### config.mk
export PLATFORM = sky130hd
export DESIGN_NAME = kric_panel_ctl
export DESIGN_NICKNAME = d
export VERILOG_FILES = /design/src/design/kric_pkg.sv /design/src/design/kric_knob_delta.sv /design/src/design/kric_release_ctl.sv /design/src/design/kric_panel_ctl.sv
export SDC_FILE = /design/constraint.sdc
export NUM_CORES = 1
export LEC_CHECK = 0
export ABC_CLOCK_PERIOD_IN_PS = 6700
export BUFFER_PORTS_ARGS = -buffer_cell sky130_fd_sc_hd__buf_4
export CORE_ASPECT_RATIO = 0.8
export CORE_UTILIZATION = 60
export CTS_CLUSTER_DIAMETER = 200
export CTS_CLUSTER_SIZE = 8
export DETAILED_ROUTE_END_ITERATION = 16
export PLACE_DENSITY = 0.8
export SYNTH_ARGS = -nofsm -noshare
export SYNTH_HDL_FRONTEND = slang
export SYNTH_HIERARCHICAL = 1
export SYNTH_SLANG_ARGS = --single-unit
### constraint.sdc
create_clock -name mclk -period 6.7 [get_ports mclk]
set_input_delay 0.67 -clock mclk [delete_from_list [all_inputs] [get_ports mclk]]
set_output_delay 0.67 -clock mclk [all_outputs]
set_load 0.05 [all_outputs]
### src/design/kric_pkg.sv
// constants shared by the knob, release and iris control logic
//**********************************************************************
// Function
// - send only knob change per sampling interval
// - reconnection sends relative data, no jump
// - release switch held suppresses covered knobs
// - release let go takes new reference
// - release covers iris only in relative mode
// - short press latches the release state
// - release lamp lit while latch active
// - second press clears latch
// - latch cleared at reset and reassignment
// - absolute iris: lamp dark, absolute value
// - relative iris: lamp lit, relative data
// - iris mode configurable, default by connection
// - full range ignores span knobs
// - limited range: centre and width window
// - relative press: clear file then data
// - full press toggles span, clears file
// - mismatch blinks relative lamp, can disable
// - auto iris allows plus/minus one stop
// - full state kept over enable toggling
// - absolute mode sends knob value on connect
//**********************************************************************
package kric_pkg;
    localparam int          KNOB_W      = 10;   // converter width
    localparam int          DELTA_W     = 11;   // signed change width
    localparam int          N_GEN       = 6;    // gain..gamma knobs
    localparam int          ASSIGN_W    = 8;    // camera assignment
    localparam int unsigned CLK_HZ      = 125_000_000;
    localparam real         LATCH_WIN_S = 0.5;  // short press window
    localparam real         BLINK_HALF_S = 0.25; // lamp blink half period
    // both times round down to whole cycles
    localparam int unsigned LATCH_WIN_CYC =
        int'($floor(LATCH_WIN_S * CLK_HZ));
    localparam int unsigned BLINK_HALF_CYC =
        int'($floor(BLINK_HALF_S * CLK_HZ));
    localparam logic [KNOB_W-1:0] IRIS_MID   = 10'h200; // mid scale
    localparam logic [KNOB_W-1:0] IRIS_MAX   = 10'h3ff; // top of range
    localparam logic [KNOB_W-1:0] IRIS_FSTOP = 10'h080; // one f-stop
    localparam int          SCALE_SH    = 9;    // knob offset scaling
    localparam logic        FULL_RST    = 1'b0; // full switch at reset
    // release switch states, one-hot
    typedef enum logic [4:0] {
        REL_IDLE   = 5'b00001,
        REL_TIMING = 5'b00010,
        REL_HELD   = 5'b00100,
        REL_LOCKED = 5'b01000,
        REL_UNLOCK = 5'b10000
    } kric_rel_state_t;
endpackage

### src/design/kric_knob_delta.sv
// one knob channel: keeps a reference and reports change only
module kric_knob_delta
(
    input  wire logic                          mclk,
    input  wire logic                          reset_n,
    input  wire logic [kric_pkg::KNOB_W-1:0]   pos,      // converted knob
    input  wire logic                          sample,   // interval tick
    input  wire logic                          hold,     // release active
    input  wire logic                          rebase,   // reconnection
    input  wire logic                          zero_ref, // resend whole
    output logic      [kric_pkg::DELTA_W-1:0]  delta
);
    import kric_pkg::*;
    logic [KNOB_W-1:0]  ref_reg;   // position at last conversion
    logic [KNOB_W-1:0]  ref_next;
    logic [DELTA_W-1:0] delta_next;
    wire  [DELTA_W-1:0] diff = {1'b0, pos} - {1'b0, ref_reg};

    //******************************************************************
    // reference tracking
    //******************************************************************
    // held or reconnected: follow the knob silently so nothing jumps
    always_comb
    begin
        ref_next   = ref_reg;
        delta_next = '0;
        if (zero_ref)
        begin
            ref_next = '0;               // next change is the whole value
        end
        else if (hold || rebase)
        begin
            ref_next = pos;
        end
        else if (sample)
        begin
            delta_next = diff;
            ref_next   = pos;
        end
    end

    // delta stands until the next tick; zero when nothing is sent
    always_ff @(posedge mclk or negedge reset_n)
    begin
        if (!reset_n)
        begin
            ref_reg <= '0;
            delta   <= '0;
        end
        else
        begin
            ref_reg <= ref_next;
            if (sample || hold || rebase || zero_ref)
                delta <= delta_next;
        end
    end

    chk_held_no_data: assert property (@(posedge mclk) disable iff (!reset_n)
        hold && !zero_ref |=> delta == '0)
        else $error("knob change sent while release held");
    chk_delta_is_diff: assert property (@(posedge mclk) disable iff (!reset_n)
        sample && !hold && !rebase && !zero_ref
        |=> delta == $past(pos) - $past(ref_reg))
        else $error("knob change not the difference");
endmodule

### src/design/kric_release_ctl.sv
// knob release switch: momentary release, short press lock, lamp
module kric_release_ctl
#(
    parameter int unsigned LATCH_CYC = kric_pkg::LATCH_WIN_CYC
)
(
    input  wire logic mclk,
    input  wire logic reset_n,
    input  wire logic sw,          // release switch, high while pressed
    input  wire logic clear_latch, // camera assignment changed
    output logic      active,      // knobs covered are frozen
    output logic      lamp         // lock indication
);
    import kric_pkg::*;
    localparam int TW = $clog2(LATCH_CYC + 1);
    kric_rel_state_t state_reg, state_next;
    logic [TW-1:0]   timer_reg;    // press duration
    wire             win_over = timer_reg == TW'(LATCH_CYC - 1);

    //******************************************************************
    // state machine
    //******************************************************************
    always_comb
    begin
        state_next = state_reg;
        case (state_reg)
            REL_IDLE:   if (sw) state_next = REL_TIMING;
            REL_TIMING:
                if (!sw) state_next = REL_LOCKED;
                else if (win_over) state_next = REL_HELD;
            REL_HELD:   if (!sw) state_next = REL_IDLE;
            REL_LOCKED:
                if (clear_latch) state_next = REL_IDLE;
                else if (sw) state_next = REL_UNLOCK;
            REL_UNLOCK: if (!sw) state_next = REL_IDLE;
            default:    state_next = REL_IDLE;
        endcase
    end

    // timer only runs while the press is being judged
    always_ff @(posedge mclk or negedge reset_n)
    begin
        if (!reset_n)
        begin
            state_reg <= REL_IDLE;
            timer_reg <= '0;
            lamp      <= 1'b0;
        end
        else
        begin
            state_reg <= state_next;
            timer_reg <= (state_next == REL_TIMING) ? timer_reg + 1'b1 : '0;
            lamp      <= state_next == REL_LOCKED;
        end
    end

    assign active = state_reg != REL_IDLE;

    chk_short_locks: assert property (@(posedge mclk) disable iff (!reset_n)
        state_reg == REL_TIMING && !sw |=> lamp && active)
        else $error("short press did not lock");
    chk_long_free: assert property (@(posedge mclk) disable iff (!reset_n)
        state_reg == REL_HELD && !sw |=> !active ##1 !lamp)
        else $error("long hold left release active");
    chk_reassign_clr: assert property (@(posedge mclk) disable iff (!reset_n)
        clear_latch && state_reg == REL_LOCKED |=> !lamp && !active)
        else $error("lock kept over reassignment");
endmodule

### src/design/kric_panel_ctl.sv
// panel top: knob change data, release handling and iris control
module kric_panel_ctl
#(
    parameter int unsigned LATCH_CYC = kric_pkg::LATCH_WIN_CYC,
    parameter int unsigned BLINK_CYC = kric_pkg::BLINK_HALF_CYC
)
(
    input  wire logic                                  mclk,
    input  wire logic                                  reset_n,
    // conversion tick and converted knob positions
    input  wire logic                                  sample,
    input  wire logic [kric_pkg::N_GEN-1:0][kric_pkg::KNOB_W-1:0] gen_pos,
    input  wire logic [kric_pkg::KNOB_W-1:0]           iris_pos,
    input  wire logic [kric_pkg::KNOB_W-1:0]           span_centre,
    input  wire logic [kric_pkg::KNOB_W-1:0]           span_width,
    // operator switches, high while pressed
    input  wire logic                                  release_sw,
    input  wire logic                                  relative_sw,
    input  wire logic                                  full_sw,
    // connection and configuration
    input  wire logic                                  panel_enable,
    input  wire logic                                  cam_link_up,
    input  wire logic [kric_pkg::ASSIGN_W-1:0]         cam_assign,
    input  wire logic                                  net_connected,
    input  wire logic                                  cfg_mode_set,
    input  wire logic                                  cfg_iris_rel,
    input  wire logic                                  cfg_blink_en,
    input  wire logic                                  cam_auto_iris,
    input  wire logic                                  cam_mismatch,
    // control data toward the camera
    output logic [kric_pkg::N_GEN-1:0][kric_pkg::DELTA_W-1:0] ctl_delta,
    output logic                                       ctl_valid,
    output logic [kric_pkg::DELTA_W-1:0]               iris_data,
    output logic                                       iris_abs,
    output logic                                       iris_clear,
    // lamps
    output logic                                       release_lamp,
    output logic                                       relative_lamp,
    output logic                                       full_lamp
);
    import kric_pkg::*;
    localparam int BW = $clog2(BLINK_CYC + 1);

    //******************************************************************
    // connection, switch edges and configuration
    //******************************************************************
    logic                connected_reg;   // link and enable both up
    logic                rel_sw_reg;      // switch history for edges
    logic                full_sw_reg;
    logic [ASSIGN_W-1:0] assign_reg;      // last camera assignment
    logic                full_reg;        // span knobs disabled
    logic                full_next;
    logic [BW-1:0]       blink_cnt_reg;   // blink half period
    logic                blink_reg;       // blink phase
    logic                rel_active;      // release switch state
    logic [KNOB_W-1:0]   abs_val_reg;     // absolute iris value sent
    wire                 connected   = panel_enable && cam_link_up;
    wire                 reconnect   = connected && !connected_reg;
    wire                 rel_press   = relative_sw && !rel_sw_reg;
    wire                 full_press  = full_sw && !full_sw_reg;
    wire                 assign_chg  = cam_assign != assign_reg;
    // explicit setting wins; otherwise network links run relative
    wire                 iris_rel    = cfg_mode_set ? cfg_iris_rel
                                                    : net_connected;
    wire                 file_clear  = (rel_press && iris_rel) || full_press;

    // edge history and connection state
    always_ff @(posedge mclk or negedge reset_n)
    begin
        if (!reset_n)
        begin
            connected_reg <= 1'b0;
            rel_sw_reg    <= 1'b0;
            full_sw_reg   <= 1'b0;
            assign_reg    <= '0;
        end
        else
        begin
            connected_reg <= connected;
            rel_sw_reg    <= relative_sw;
            full_sw_reg   <= full_sw;
            assign_reg    <= cam_assign;
        end
    end

    // full state only changes on a press; enable toggling leaves it
    assign full_next = full_press ? !full_reg : full_reg;

    always_ff @(posedge mclk or negedge reset_n)
    begin
        if (!reset_n)
            full_reg <= FULL_RST;
        else
            full_reg <= full_next;
    end

    //******************************************************************
    // release switch
    //******************************************************************
    kric_release_ctl #(
        .LATCH_CYC   (LATCH_CYC)
    ) u_release (
        .mclk        (mclk),
        .reset_n     (reset_n),
        .sw          (release_sw),
        .clear_latch (assign_chg),
        .active      (rel_active),
        .lamp        (release_lamp)
    );

    //******************************************************************
    // general knobs: gain, pedestal, flare, knee, detail, gamma
    //******************************************************************
    // every channel is always covered by the release switch
    for (genvar k = 0; k < N_GEN; k++)
    begin : g_knob
        kric_knob_delta u_delta (
            .mclk     (mclk),
            .reset_n  (reset_n),
            .pos      (gen_pos[k]),
            .sample   (sample),
            .hold     (rel_active),
            .rebase   (reconnect),
            .zero_ref (1'b0),
            .delta    (ctl_delta[k])
        );
    end

    //******************************************************************
    // iris target: full range, span window or auto trim
    //******************************************************************
    // auto iris ignores the full switch and trims one stop each way
    wire                      use_win   = cam_auto_iris || !full_reg;
    wire [KNOB_W-1:0]         win_ctr   = cam_auto_iris ? IRIS_MID
                                                        : span_centre;
    wire [KNOB_W-1:0]         win_wid   = cam_auto_iris ? IRIS_FSTOP
                                                        : span_width;
    wire signed [KNOB_W:0]    knob_offs = $signed({1'b0, iris_pos})
                                        - $signed({1'b0, IRIS_MID});
    wire signed [2*KNOB_W+1:0] prod     = knob_offs
                                        * $signed({1'b0, win_wid});
    wire signed [KNOB_W+2:0]  scaled    = prod[2*KNOB_W+1:SCALE_SH];
    wire signed [KNOB_W+3:0]  win_sum   = $signed({4'b0000, win_ctr})
                                        + {scaled[KNOB_W+2], scaled};
    // clamp the window to the iris range at both ends
    wire [KNOB_W-1:0]         win_val   =
        win_sum[KNOB_W+3]        ? '0 :
        (win_sum[KNOB_W+2:KNOB_W] != 3'b000) ? IRIS_MAX :
        win_sum[KNOB_W-1:0];
    wire [KNOB_W-1:0]         iris_tgt  = use_win ? win_val
                                                  : iris_pos;
    wire [DELTA_W-1:0]        iris_delta;

    // iris is covered by the release switch only in relative mode
    kric_knob_delta u_iris (
        .mclk     (mclk),
        .reset_n  (reset_n),
        .pos      (iris_tgt),
        .sample   (sample),
        .hold     (rel_active && iris_rel),
        .rebase   (reconnect),
        .zero_ref (file_clear),
        .delta    (iris_delta)
    );

    //******************************************************************
    // outgoing data
    //******************************************************************
    // the clear pulse precedes the data that rebuilds the file; data
    // is only flagged while the link and enable are both up
    always_ff @(posedge mclk or negedge reset_n)
    begin
        if (!reset_n)
        begin
            ctl_valid  <= 1'b0;
            iris_clear <= 1'b0;
            iris_abs    <= 1'b0;
            abs_val_reg <= '0;
        end
        else
        begin
            ctl_valid  <= sample && connected;
            iris_clear <= file_clear && connected;
            if (sample)
            begin
                iris_abs    <= !iris_rel;
                // absolute mode sends the iris target as is, jump accepted
                abs_val_reg <= iris_tgt;
            end
        end
    end

    // relative data is the iris channel's own registered change, so it
    // lines up with the general knobs instead of lagging one interval
    assign iris_data = iris_abs ? {1'b0, abs_val_reg}
                                : iris_delta;

    //******************************************************************
    // lamps
    //******************************************************************
    // blink timer free runs; cheaper than restarting on each mismatch
    always_ff @(posedge mclk or negedge reset_n)
    begin
        if (!reset_n)
        begin
            blink_cnt_reg <= '0;
            blink_reg     <= 1'b0;
        end
        else if (blink_cnt_reg == BW'(BLINK_CYC - 1))
        begin
            blink_cnt_reg <= '0;
            blink_reg     <= !blink_reg;
        end
        else
        begin
            blink_cnt_reg <= blink_cnt_reg + 1'b1;
        end
    end

    wire blink_on = cam_mismatch && cfg_blink_en;

    always_ff @(posedge mclk or negedge reset_n)
    begin
        if (!reset_n)
        begin
            relative_lamp <= 1'b0;
            full_lamp     <= FULL_RST;
        end
        else
        begin
            // dark in absolute mode, lit or blinking in relative
            relative_lamp <= iris_rel && (!blink_on || blink_reg);
            full_lamp     <= full_next;
        end
    end

    //******************************************************************
    // checks
    //******************************************************************
    chk_rel_lamp_lit: assert property (@(posedge mclk) disable iff (!reset_n)
        iris_rel && !blink_on ##1 iris_rel |-> relative_lamp)
        else $error("relative lamp dark in relative mode");
    chk_abs_lamp_dark: assert property (@(posedge mclk)
        disable iff (!reset_n)
        !iris_rel |=> !relative_lamp)
        else $error("relative lamp lit in absolute mode");
    chk_abs_iris_value: assert property (@(posedge mclk)
        disable iff (!reset_n)
        sample && !iris_rel
        |=> iris_abs && iris_data == {1'b0, $past(iris_tgt)})
        else $error("absolute iris value not sent");
    chk_full_ignore_span: assert property (@(posedge mclk)
        disable iff (!reset_n)
        full_reg && !cam_auto_iris |-> iris_tgt == iris_pos)
        else $error("span knobs used in full range");
    chk_full_toggle: assert property (@(posedge mclk) disable iff (!reset_n)
        full_press && connected
        |=> full_reg != $past(full_reg) && iris_clear)
        else $error("full press did not toggle and clear");
    chk_clear_first: assert property (@(posedge mclk) disable iff (!reset_n)
        rel_press && iris_rel && connected && !sample
        |=> iris_clear ##0 (u_iris.ref_reg == '0))
        else $error("relative press did not clear first");
    chk_auto_one_stop: assert property (@(posedge mclk)
        disable iff (!reset_n)
        cam_auto_iris && iris_pos == IRIS_MAX
        |-> iris_tgt <= IRIS_MID + IRIS_FSTOP)
        else $error("auto iris trim beyond one stop");
    chk_reconnect_quiet: assert property (@(posedge mclk)
        disable iff (!reset_n)
        reconnect && !rel_active |=> ctl_delta[0] == '0)
        else $error("knob jump sent on reconnection");
    chk_blink_off: assert property (@(posedge mclk) disable iff (!reset_n)
        iris_rel && !cfg_blink_en ##1 iris_rel |-> relative_lamp)
        else $error("lamp blinks with blinking disabled");
endmodule

# Word level (Yosys, flattened, before mapping)
# Cells that the tools add are included.
[word_totals] regBits=231 inputBits=112 out_inout_bits=83 wordCells=129
[classes] add_sub_neg=11 n_mul=1 eq_ne=11 n_mux=46 n_reduce_logical=31
[ops] operator="10-bit 2-to-1 mux" count=20
[ops] operator="11-bit 2-to-1 mux" count=16
[ops] operator="10-bit by 10-bit subtractor with 11-bit output" count=7
[ops] operator="5-bit 2-to-1 mux" count=6
[ops] operator="26-bit by 1-bit adder with 26-bit output, second input constant" count=1
[ops] operator="26-bit == test, second input constant" count=1
[ops] operator="26-bit 2-to-1 mux" count=1
[ops] operator="25-bit by 1-bit adder with 25-bit output, second input constant" count=1
[ops] operator="25-bit == test, second input constant" count=1
[ops] operator="25-bit 2-to-1 mux" count=1
[ops] operator="11-bit by 11-bit multiplier with 22-bit output" count=1
[ops] operator="5-bit case mux with 4 select lines" count=1
[ops] operator="11-bit by 13-bit adder with 14-bit output" count=1
[ops] operator="10-bit by 10-bit subtractor with 11-bit output, second input constant" count=1
[ops] operator="5-bit by 2-bit == test with 1-bit output, second input constant" count=2
[ops] operator="5-bit by 4-bit == test with 1-bit output, second input constant" count=2
[ops] operator="1-bit logical AND" count=10
[ops] operator="1-bit logical OR" count=10
[ops] operator="8-bit != test" count=1
[ops] operator="1-bit logical NOT" count=7
[ops] operator="3-bit nonzero test" count=2
[ops] operator="5-bit by 1-bit == test with 1-bit output, second input constant" count=1
[ops] operator="5-bit by 3-bit == test with 1-bit output, second input constant" count=1
[ops] operator="5-bit == test, second input constant" count=1
[ops] operator="4 further kinds" count=4

# Logic depth before layout (Yosys ltp)
# Gate-level depths: netlist of run 1.
[depth] ltp_word=11 ltp_mapped=43 mapped_depth_nobuf=41

# Modules after synthesis
# Netlist of run 1, hierarchy kept.
[by_module_without_submodules] module="kric_panel_ctl" n_inst=1 cells_each=816 area_per_inst_um2=7400.8 seq_area_each_um2=1301.2
[by_module_without_submodules] module="kric_knob_delta at g_knob[0].u_delta ..." n_inst=5 cells_each=138 area_per_inst_um2=1222.4 seq_area_each_um2=525.5
[by_module_without_submodules] module="kric_release_ctl" n_inst=1 cells_each=180 area_per_inst_um2=1896.8 seq_area_each_um2=802.0
[by_module_without_submodules] module="kric_knob_delta at g_knob[2].u_delta" n_inst=1 cells_each=142 area_per_inst_um2=1270.0 seq_area_each_um2=525.5
[by_module_without_submodules] module="kric_knob_delta at g_knob[1].u_delta" n_inst=1 cells_each=142 area_per_inst_um2=1262.5 seq_area_each_um2=525.5

# Worst setup path before layout of run 1
# No wires, ideal clock.
[synth_path] path_kind="input port to flip-flop" from="in cam_auto_iris" to="reg u_iris/delta[10] (netlist name)" setup_time_ns=0.064 t_arrival_ns=9.044 t_required_ns=6.636 setup_slack_ns=-2.408 cell_stages=39 path_buffers=3 path_cell_list="clkbuf_1 or2_2 clkbuf_1 and2_1 fa_1 inv_1 fa_1 inv_1 fa_1 fa_1 fa_1 ha_1 a21oi_1 o221ai_1 a31o_2 and2_1 o21a_1 o21a_1 [3 not listed] ha_1 o21a_1 nor2_1 a21o_1 nor2_1 o21ai_0 or3b_1 a211oi_1 or2_1 buf_2 a22oi_1 ha_1 nand2b_1 a21oi_1 a211oi_2 o21ai_2 a2111oi_2 a211o_1"
[synth_between] elab_chain_len=11 word_cells_on_any_way=13 classes_between="add/sub: 2; mul: 1; mux: 8; reduce/logical: 2"
[synth_rtl] item="from (decl)" line_no="kric_panel_ctl.sv:28" text="input wire logic cam_auto_iris,"
[synth_rtl] item="10-bit 2-to-1 mux" line_no="kric_panel_ctl.sv:136" text="wire [KNOB_W-1:0] win_wid = cam_auto_iris ? IRIS_FSTOP"
[synth_rtl] item="11-bit by 11-bit multiplier with 22-bit output" line_no="kric_panel_ctl.sv:141" text="* $signed({1'b0, win_wid});"
[synth_rtl] item="11-bit by 13-bit adder with 14-bit output" line_no="kric_panel_ctl.sv:144" text="+ {scaled[KNOB_W+2], scaled};"
[synth_rtl] item="3-bit nonzero test" line_no="kric_panel_ctl.sv:148" text="(win_sum[KNOB_W+2:KNOB_W] != 3'b000) ? IRIS_MAX :"
[synth_rtl] item="10-bit 2-to-1 mux" line_no="kric_panel_ctl.sv:148"
[synth_rtl] item="10-bit 2-to-1 mux" line_no="kric_panel_ctl.sv:147" text="win_sum[KNOB_W+3] ? '0 :"
[synth_rtl] item="10-bit 2-to-1 mux (*)" line_no="kric_panel_ctl.sv:150" text="wire [KNOB_W-1:0] iris_tgt = use_win ? win_val"
[synth_rtl] item="net iris_tgt[2]" line_no="kric_panel_ctl.sv:150"
[synth_rtl] item="10-bit by 10-bit subtractor with 11-bit output (*)" line_no="kric_knob_delta.sv:17" text="wire [DELTA_W-1:0] diff = {1'b0, pos} - {1'b0, ref_reg};"
[synth_rtl] item="11-bit 2-to-1 mux (*)" line_no="kric_knob_delta.sv:35" text="else if (sample)"
[synth_rtl] item="11-bit 2-to-1 mux (*)" line_no="kric_knob_delta.sv:31" text="else if (hold || rebase)"
[synth_rtl] item="11-bit 2-to-1 mux (*)" line_no="kric_knob_delta.sv:27" text="if (zero_ref)"
[synth_rtl] item="to (signal assigned)" line_no="kric_knob_delta.sv:54" text="delta <= delta_next;"
[synth_rtl] item="to (decl)" line_no="kric_knob_delta.sv:11" text="output logic [kric_pkg::DELTA_W-1:0] delta"
# The timed path passes the listed nets; every way through them passes the cells marked *.
# A chain may end at the register's enable or synchronous reset.

# Worst setup path after layout of run 1
[layout_path] from="in cam_auto_iris" to="reg u_iris/delta[8] (netlist name)"
# The elaborated chain is that of the path after synthesis.

==> results of run 1 <==
==> Yosys cell counts, types with 8 or more instances <==
| library cell | n |
|---|---|
| nand4_1 | 16 |
| nand2_1 | 316 |
| nor3_2 | 25 |
| fa_1 | 107 |
| dfrtp_1 | 230 |
| nand2b_1 | 29 |
| nor3_1 | 40 |
| xnor2_1 | 54 |
| clkbuf_1 | 50 |
| inv_1 | 220 |
| mux2_2 | 11 |
| o2111ai_1 | 8 |
| ha_1 | 129 |
| nor2_1 | 73 |
| xor2_1 | 68 |
| a31oi_1 | 15 |
| a21o_1 | 13 |
| o21ai_0 | 90 |
| and2_1 | 59 |
| nor2b_1 | 35 |
| a211oi_1 | 9 |
| a21oi_1 | 134 |
| o21a_1 | 11 |
| nand3_1 | 36 |
| and3_1 | 24 |
| or3_1 | 15 |
==> per-stage QoR <==
step / power (mW) / hold slack [ns] / worst slack [ns] / setup TNS, ns
floorplan: 6.29 / 0.374 / -1.81 / -27.42
global placement: 8.52 / 0.449 / -1.94 / -34.94
finish: 12.0 / 0.184 / -1.77 / -26.82
detailed placement: 8.76 / 0.464 / -2.17 / -40.80
CTS: 11.1 / 0.252 / -1.48 / -20.88
global route: 12.7 / 0.255 / -2.08 / -36.32
==> cell type report <==
type,instances,area (um^2),area share
Inverter,221,832,0.0368
Timing Repair Buffer,370,2870,0.127
Clock buffer,43,906,0.0401
Multi-Input combinational cell,1472,11700,0.518
Clock inverter,2,32.5,0.00144
Sequential cell,231,5780,0.256
Tap cell,377,472,0.0209
==> critical path: cells and delay by family <==
kind            cells  cell delay, ns
compound gates     14            2.65
xor+xnor            2            0.18
fa+ha+maj           9            3.60
buf+inv             9            0.74
simple gates        9            1.01
==> kinds of logic after synthesis <==
family / after synthesis / share of synthesized area
fa+ha+maj: 236 / 0.209
simple gates: 715 / 0.203
compound gates: 363 / 0.133
xor+xnor: 122 / 0.0596
buf+inv: 286 / 0.0629
other cells: 1 / 0.000209
mux: 16 / 0.00997
flops: 231 / 0.322
==> layer usage <==
metal  track usage  part of all wire  wire length [um]  vias to the layer above
met5             0                 0                 0                        -
met1         0.408              0.42             20000                     7532
li1              -                 -                 -                     7281
met3        0.0450             0.062              2930                      109
met4        0.0709             0.026              1220                        0
met2         0.522              0.49             23100                      550
==> where the power goes <==
part	switching (mW)	total (mW)	leakage (nW)	internal (mW)
logic	4.57	8.73	7.52	4.16
clock network	0.598	1.54	0.455	0.938
registers	0.143	1.76	3.06	1.62
total	5.31	12.0	11.0	6.71
==> timing repair <==
action / in CTS / in global routing
setup endpoints to repair: 31 / 31
buffers inserted: 14 / 14
endpoints found under the hold margin: 0 / 0
hold buffers: 0 / 0
gates cloned: 1 / 0
pin swaps: 41 / 44
gates resized for setup: 59 / 39
==> worst paths after layout <==
kind / slack (ns) / cells past startpoint / startpoint / to
worst max-delay path: -1.77 / 43 / cam_auto_iris / u_iris/delta[8]
worst min-delay path: 0.18 / 1 / reset_n / g_knob[4].u_delta/delta[4]
worst max register to register: 3.31 / 7 / u_release/state_reg[4] / u_iris/delta[2]
worst min register to register: 0.47 / 1 / blink_cnt_reg[0] / blink_cnt_reg[0]
max in group asynchronous: 5.38 / 2 / reset_n / u_iris/delta[4]
min in group mclk: 0.27 / 1 / cam_assign[3] / assign_reg[3]
==> run_results.csv, run 1 <==
group,metric,value,unit
synthesis,synth_sequential_area_ratio,0.322,
setup_path,critical_path.endpoint_type,"register",
setup_path,cp.arrival,8.83,ns
die,die_w,195,um
finish,layout_commonest_cell,"buf_4",
timing,worst_slew_margin_rel,0.162,
synthesis,yosys_most_used_dff,"dfrtp_1",
setup_path,worst-endpoint-required,7.05,ns
clock_network,clk_pin_slew_worst_paths,0.05,ns
synthesis,synth.avg_cell_area,9.11,um^2
detailed_routing,detailedRoute.firstPassIterationCount,6,
synthesis,count_of_cell_types_in_the_netlist,86,
die,core_area,29400,um^2
power_and_ir_drop,leakage_component_of_the_power,11.0,nW
synthesis,synth_edf_count,0,
detailed_routing,number_of_routed_nets_with_antenna_violations,0,
synthesis,async_set_or_reset_flop_fraction_in_the_synthesized_netlist,1.00,
die,die_h,157,um
grt,globalRouteTotalUtil,0.304,
clock_network,cts_tree,"yes",
clock_network,cts_root_buffer,"clkbuf_16",
die,placement_rows,56,
grt,global_route.overflow_total,0,
job,drv_cap,0,
placement,detailed_place_hpwl,34500,um
synthesis,synth.area.top_cells,"dfrtp_1 (32%), fa_1 (12%), ha_1 (9.0%)",
grt,pin_count_of_the_biggest_net_entering_global_routing,118,
timing,final_cycle_share,1.26,
clock_network,cts.htree.levels,2,
synthesis,ys_seq_elements,231,
detailed_routing,routed_wl,47200,um
timing,grt_setup_unrepaired,"yes",
timing,final-hold-violation-count,0,
outcome,violated_checks,"setup timing",
placement,globalplace.congestion,0.917,
setup_path,startpoint_type,"input pin",
setup_path,timing.critical_path.mode_cell,"fa_1",
synthesis,post-synth-top-area-cell,"dfrtp_1",
detailed_routing,detail_route.drc_violations,0,
timing,max_clock_freq,0.118,GHz
placement,placed_area,21000,um^2
finish,finalCoreUtilization,0.770,
timing,final_min_period,8.47,ns
grt,grt_antenna_before_repair,0,
finish,fillerInstances,1971,
setup_path,critical_path.slowest_cell,"fa_1",
timing,worst_clock_skew,0.0265,ns
detailed_routing,vias,15472,
outcome,outcome,"finished with violations",
finish,largest_register_ffs,66,
detailed_routing,drt-vias-per-instance,5.70,
finish,final_cell_mix,"buf_4 (349), nand2_1 (303), dfrtp_1 (230), inv_1 (214), a21oi_1 (119)",
placement,dp.cells,2647,
clock_network,cts-root-to-sink-buffers,3,
clock_network,number_of_buffers_created_by_cts,34,
timing,drv_slew,0,
placement,io_buffers,194,
synthesis,synthDominantCellAreaShare,0.321,
synthesis,postSynthCellCount,1970,
synthesis,synthesis.yosys.warnings,6,
setup_path,critical_path.max_fanout,8,
detailed_routing,dr_iter_0_viols,1038,
timing,worst-slew-pin-transition,1.25,ns
setup_path,crit_type,"input pin to register",
min_path,hp_class,"input pin to async pin",
finish,layout.cell_area.non_filler,22600,um^2
timing,setup_viol_count_final,31,
setup_path,crit_path_max_incr_delay,0.55,ns
die,num_io_pins,195,
finish,nets,2678,
timing,layout_setup_ws,-1.77,ns
finish,antenna-diode-count,0,
finish,finish.cell_count_without_fillers,2716,
synthesis,synth_area,17900,um^2
grt,grt_pass1_wl,75300,um
finish,area_delta_synth_final,25.9,%
detailed_routing,post_drt_wl_per_cell,17.4,um
power_and_ir_drop,irDropWorstVdd,0.539,mV
power_and_ir_drop,pwr_density_cell,532,nW/um^2
finish,drive_above_1_share,0.254,
die,floorplan.die_area,30600,um^2
grt,vias_in_the_first_global_route,15307,
clock_network,clkLatencyLatePin,0.52,ns
die,initial_utilization,0.611,
clock_network,tritoncts_num_sinks,231,
Power figures use the tool's default switching activity.
==> run 2, diff against run 1 <==
Settings changed: ABC_CLOCK_PERIOD_IN_PS 6700 to 9810.
Clock period 6.7 ns to 9.81 ns, I/O delays scaled along.
==> run 2 against run 1 <==
Net effect:
- the run now ends clean
- via count shrank 7.1%
- sequential power decreased by 32%
- core utilization decreased by 6.4 points
- worst setup slack gained 2.2 ns
- count of clock-buffer cells in the layout unchanged
- worst hold slack gained 0.28 ns
- final cell count decreased by 5.8%
- clock power fell by 32%
- final area decreased by 8.3%
- flip-flop and latch count stayed put
- non-clock buffer count down 157
- wire length is 11% lower
- largest cell class unchanged
==> run_results.csv, run 2 (synthesis results as in run 1) <==
group,metric,value,unit
outcome,outcome,"complete, no violations",
setup_path,cp.arrival,9.72,ns
detailed_routing,number_of_routed_nets_with_antenna_violations,0,
die,floorplan.die_area,30600,um^2
placement,io_buffers,194,
detailed_routing,detailedRoute.firstPassIterationCount,5,
setup_path,critical_path.max_fanout,7,
grt,global_route.overflow_total,0,
min_path,hp_class,"register to register",
power_and_ir_drop,comb_power_share,0.625,
setup_path,critical_path.slowest_cell,"fa_1",
finish,nets,2521,
detailed_routing,vias,14371,
finish,antenna-diode-count,0,
timing,hold_ws,0.465,ns
clock_network,number_of_buffers_created_by_cts,34,
setup_path,timing.critical_path.mode_cell,"fa_1",
power_and_ir_drop,internal_power,3.21,mW
timing,timing.setup.tns,0,ns
finish,finalCoreUtilization,0.706,
finish,area_delta_synth_final,15.5,%
timing,worst_slew_margin_rel,0.216,
die,die_w,195,um
timing,setup_viol_count_final,0,
finish,final_cell_mix,"nand2_1 (316), dfrtp_1 (230), inv_1 (220), buf_4 (212), a21oi_1 (134)",
timing,grt_setup_unrepaired,"no",
timing,worst-slew-pin-transition,1.17,ns
power_and_ir_drop,pwr_density_cell,289,nW/um^2
timing,drv_slew,0,
detailed_routing,post_drt_wl_per_cell,16.4,um
detailed_routing,dr_iter_0_viols,965,
clock_network,cts_hold_repair.buffers,0,
clock_network,tritoncts_num_sinks,231,
placement,globalplace.congestion,0.937,
grt,globalRouteTotalUtil,0.284,
power_and_ir_drop,power.share.sequential,0.200,
placement,detailed_place_hpwl,31800,um
finish,fillerInstances,2198,
setup_path,worst-endpoint-required,10.18,ns
finish,largest_register_ffs,66,
setup_path,critical_path.endpoint_type,"register",
timing,worst_clock_skew,0.0186,ns
power_and_ir_drop,clock_power_share,0.175,
finish,layout.cell_area.non_filler,20700,um^2
detailed_routing,detail_route.drc_violations,0,
setup_path,startpoint_type,"input pin",
timing,max_clock_freq,0.107,GHz
timing,final-hold-violation-count,0,
finish,drive_above_1_share,0.159,
grt,pin_count_of_the_biggest_net_entering_global_routing,102,
power_and_ir_drop,net-switching-power,2.77,mW
clock_network,cts_tree,"yes",
die,die_h,157,um
die,placement_rows,56,
grt,vias_in_the_first_global_route,14502,
grt,grt_antenna_before_repair,0,
timing,final_min_period,9.36,ns
die,num_io_pins,195,
die,core_area,29400,um^2
setup_path,crit_type,"input pin to register",
placement,placed_area,19800,um^2
setup_path,crit_path_max_incr_delay,0.54,ns
setup_path,cp_num_buf_inv,4,
clock_network,cts-root-to-sink-buffers,3,
finish,layout_commonest_cell,"nand2_1",
job,drv_cap,0,
power_and_ir_drop,switching_share,0.463,
clock_network,clk_pin_slew_worst_paths,0.05,ns
detailed_routing,drt-vias-per-instance,5.62,
detailed_routing,routed_wl,41900,um
grt,grt_pass1_wl,70800,um
clock_network,cts.htree.levels,2,
setup_path,cpLargestDelayFamily,"adder cells",
timing,final_cycle_share,0.954,
clock_network,clkLatencyLatePin,0.50,ns
die,initial_utilization,0.611,
power_and_ir_drop,irDropWorstVdd,0.298,mV
clock_network,cts_root_buffer,"clkbuf_16",
power_and_ir_drop,leakage_component_of_the_power,10.1,nW
[run 2: cell count changes in the layout (fill, tap and decap cells not counted), sizes merged]
cell / before / now
buf: 370 / 213
clkinv: 2 / 0
inv: 221 / 222
[run 2: power groups by stage]
stage                     registers, mW  clock network (mW)  logic (mW)
after detailed placement           1.21                   0        3.66
after floorplan                    1.34                   0        2.72
after global routing               1.21                1.10        4.13
after global placement             1.20                   0        3.56
after CTS                          1.20                1.06        3.69
final                              1.20                1.05        3.74
[run 2: through the flow]
stage / power [mW] / setup WS [ns] / cells
after CTS: 5.95 / 0.380 / 2558
after global routing: 6.45 / 0.0533 / 2558
after global placement: 4.76 / 0.209 / 2514
after detailed placement: 4.87 / -0.0900 / 2514
final: 5.98 / 0.454 / 2558
after floorplan: 4.06 / 0.391 / 1989
[run 2: cell type report]
cell class,instances,area [um^2],area share
inverter,221,832,0.0401
sequential,231,5780,0.279
timing repair buffer,213,1610,0.0775
tap,377,472,0.0228
clock inverter,1,8.76,0.000423
clock buffer,43,906,0.0437
multi-input combinational,1472,11100,0.537
[run 2: final timing paths]
check,slack (ns),cells past startpoint,end,from
worst max register to register,6.09,8,u_iris/delta[4],u_release/state_reg[4]
worst min-delay path,0.47,1,blink_cnt_reg[0],blink_cnt_reg[0]
worst min register to register,0.47,1,blink_cnt_reg[0],blink_cnt_reg[0]
worst max-delay path,0.45,38,u_iris/delta[10],cam_auto_iris
max in group asynchronous,7.13,3,blink_cnt_reg[20],reset_n
min in group asynchronous,0.53,1,g_knob[3].u_delta/delta[3],reset_n
[run 2: per-layer routing]
layer	track usage	routed length, um	part of all wire	vias to the layer above
met2	0.450	19000	0.45	430
li1	-	-	-	6980
met4	0.0799	1030	0.025	0
met5	0	0	0	-
met1	0.408	19500	0.46	6874
met3	0.0399	2410	0.058	87
[run 2: timing repair]
item                                    in CTS  in global routing
resized for setup                            0                  5
endpoints found under the setup margin       0                  2
buffers inserted                             0                  0
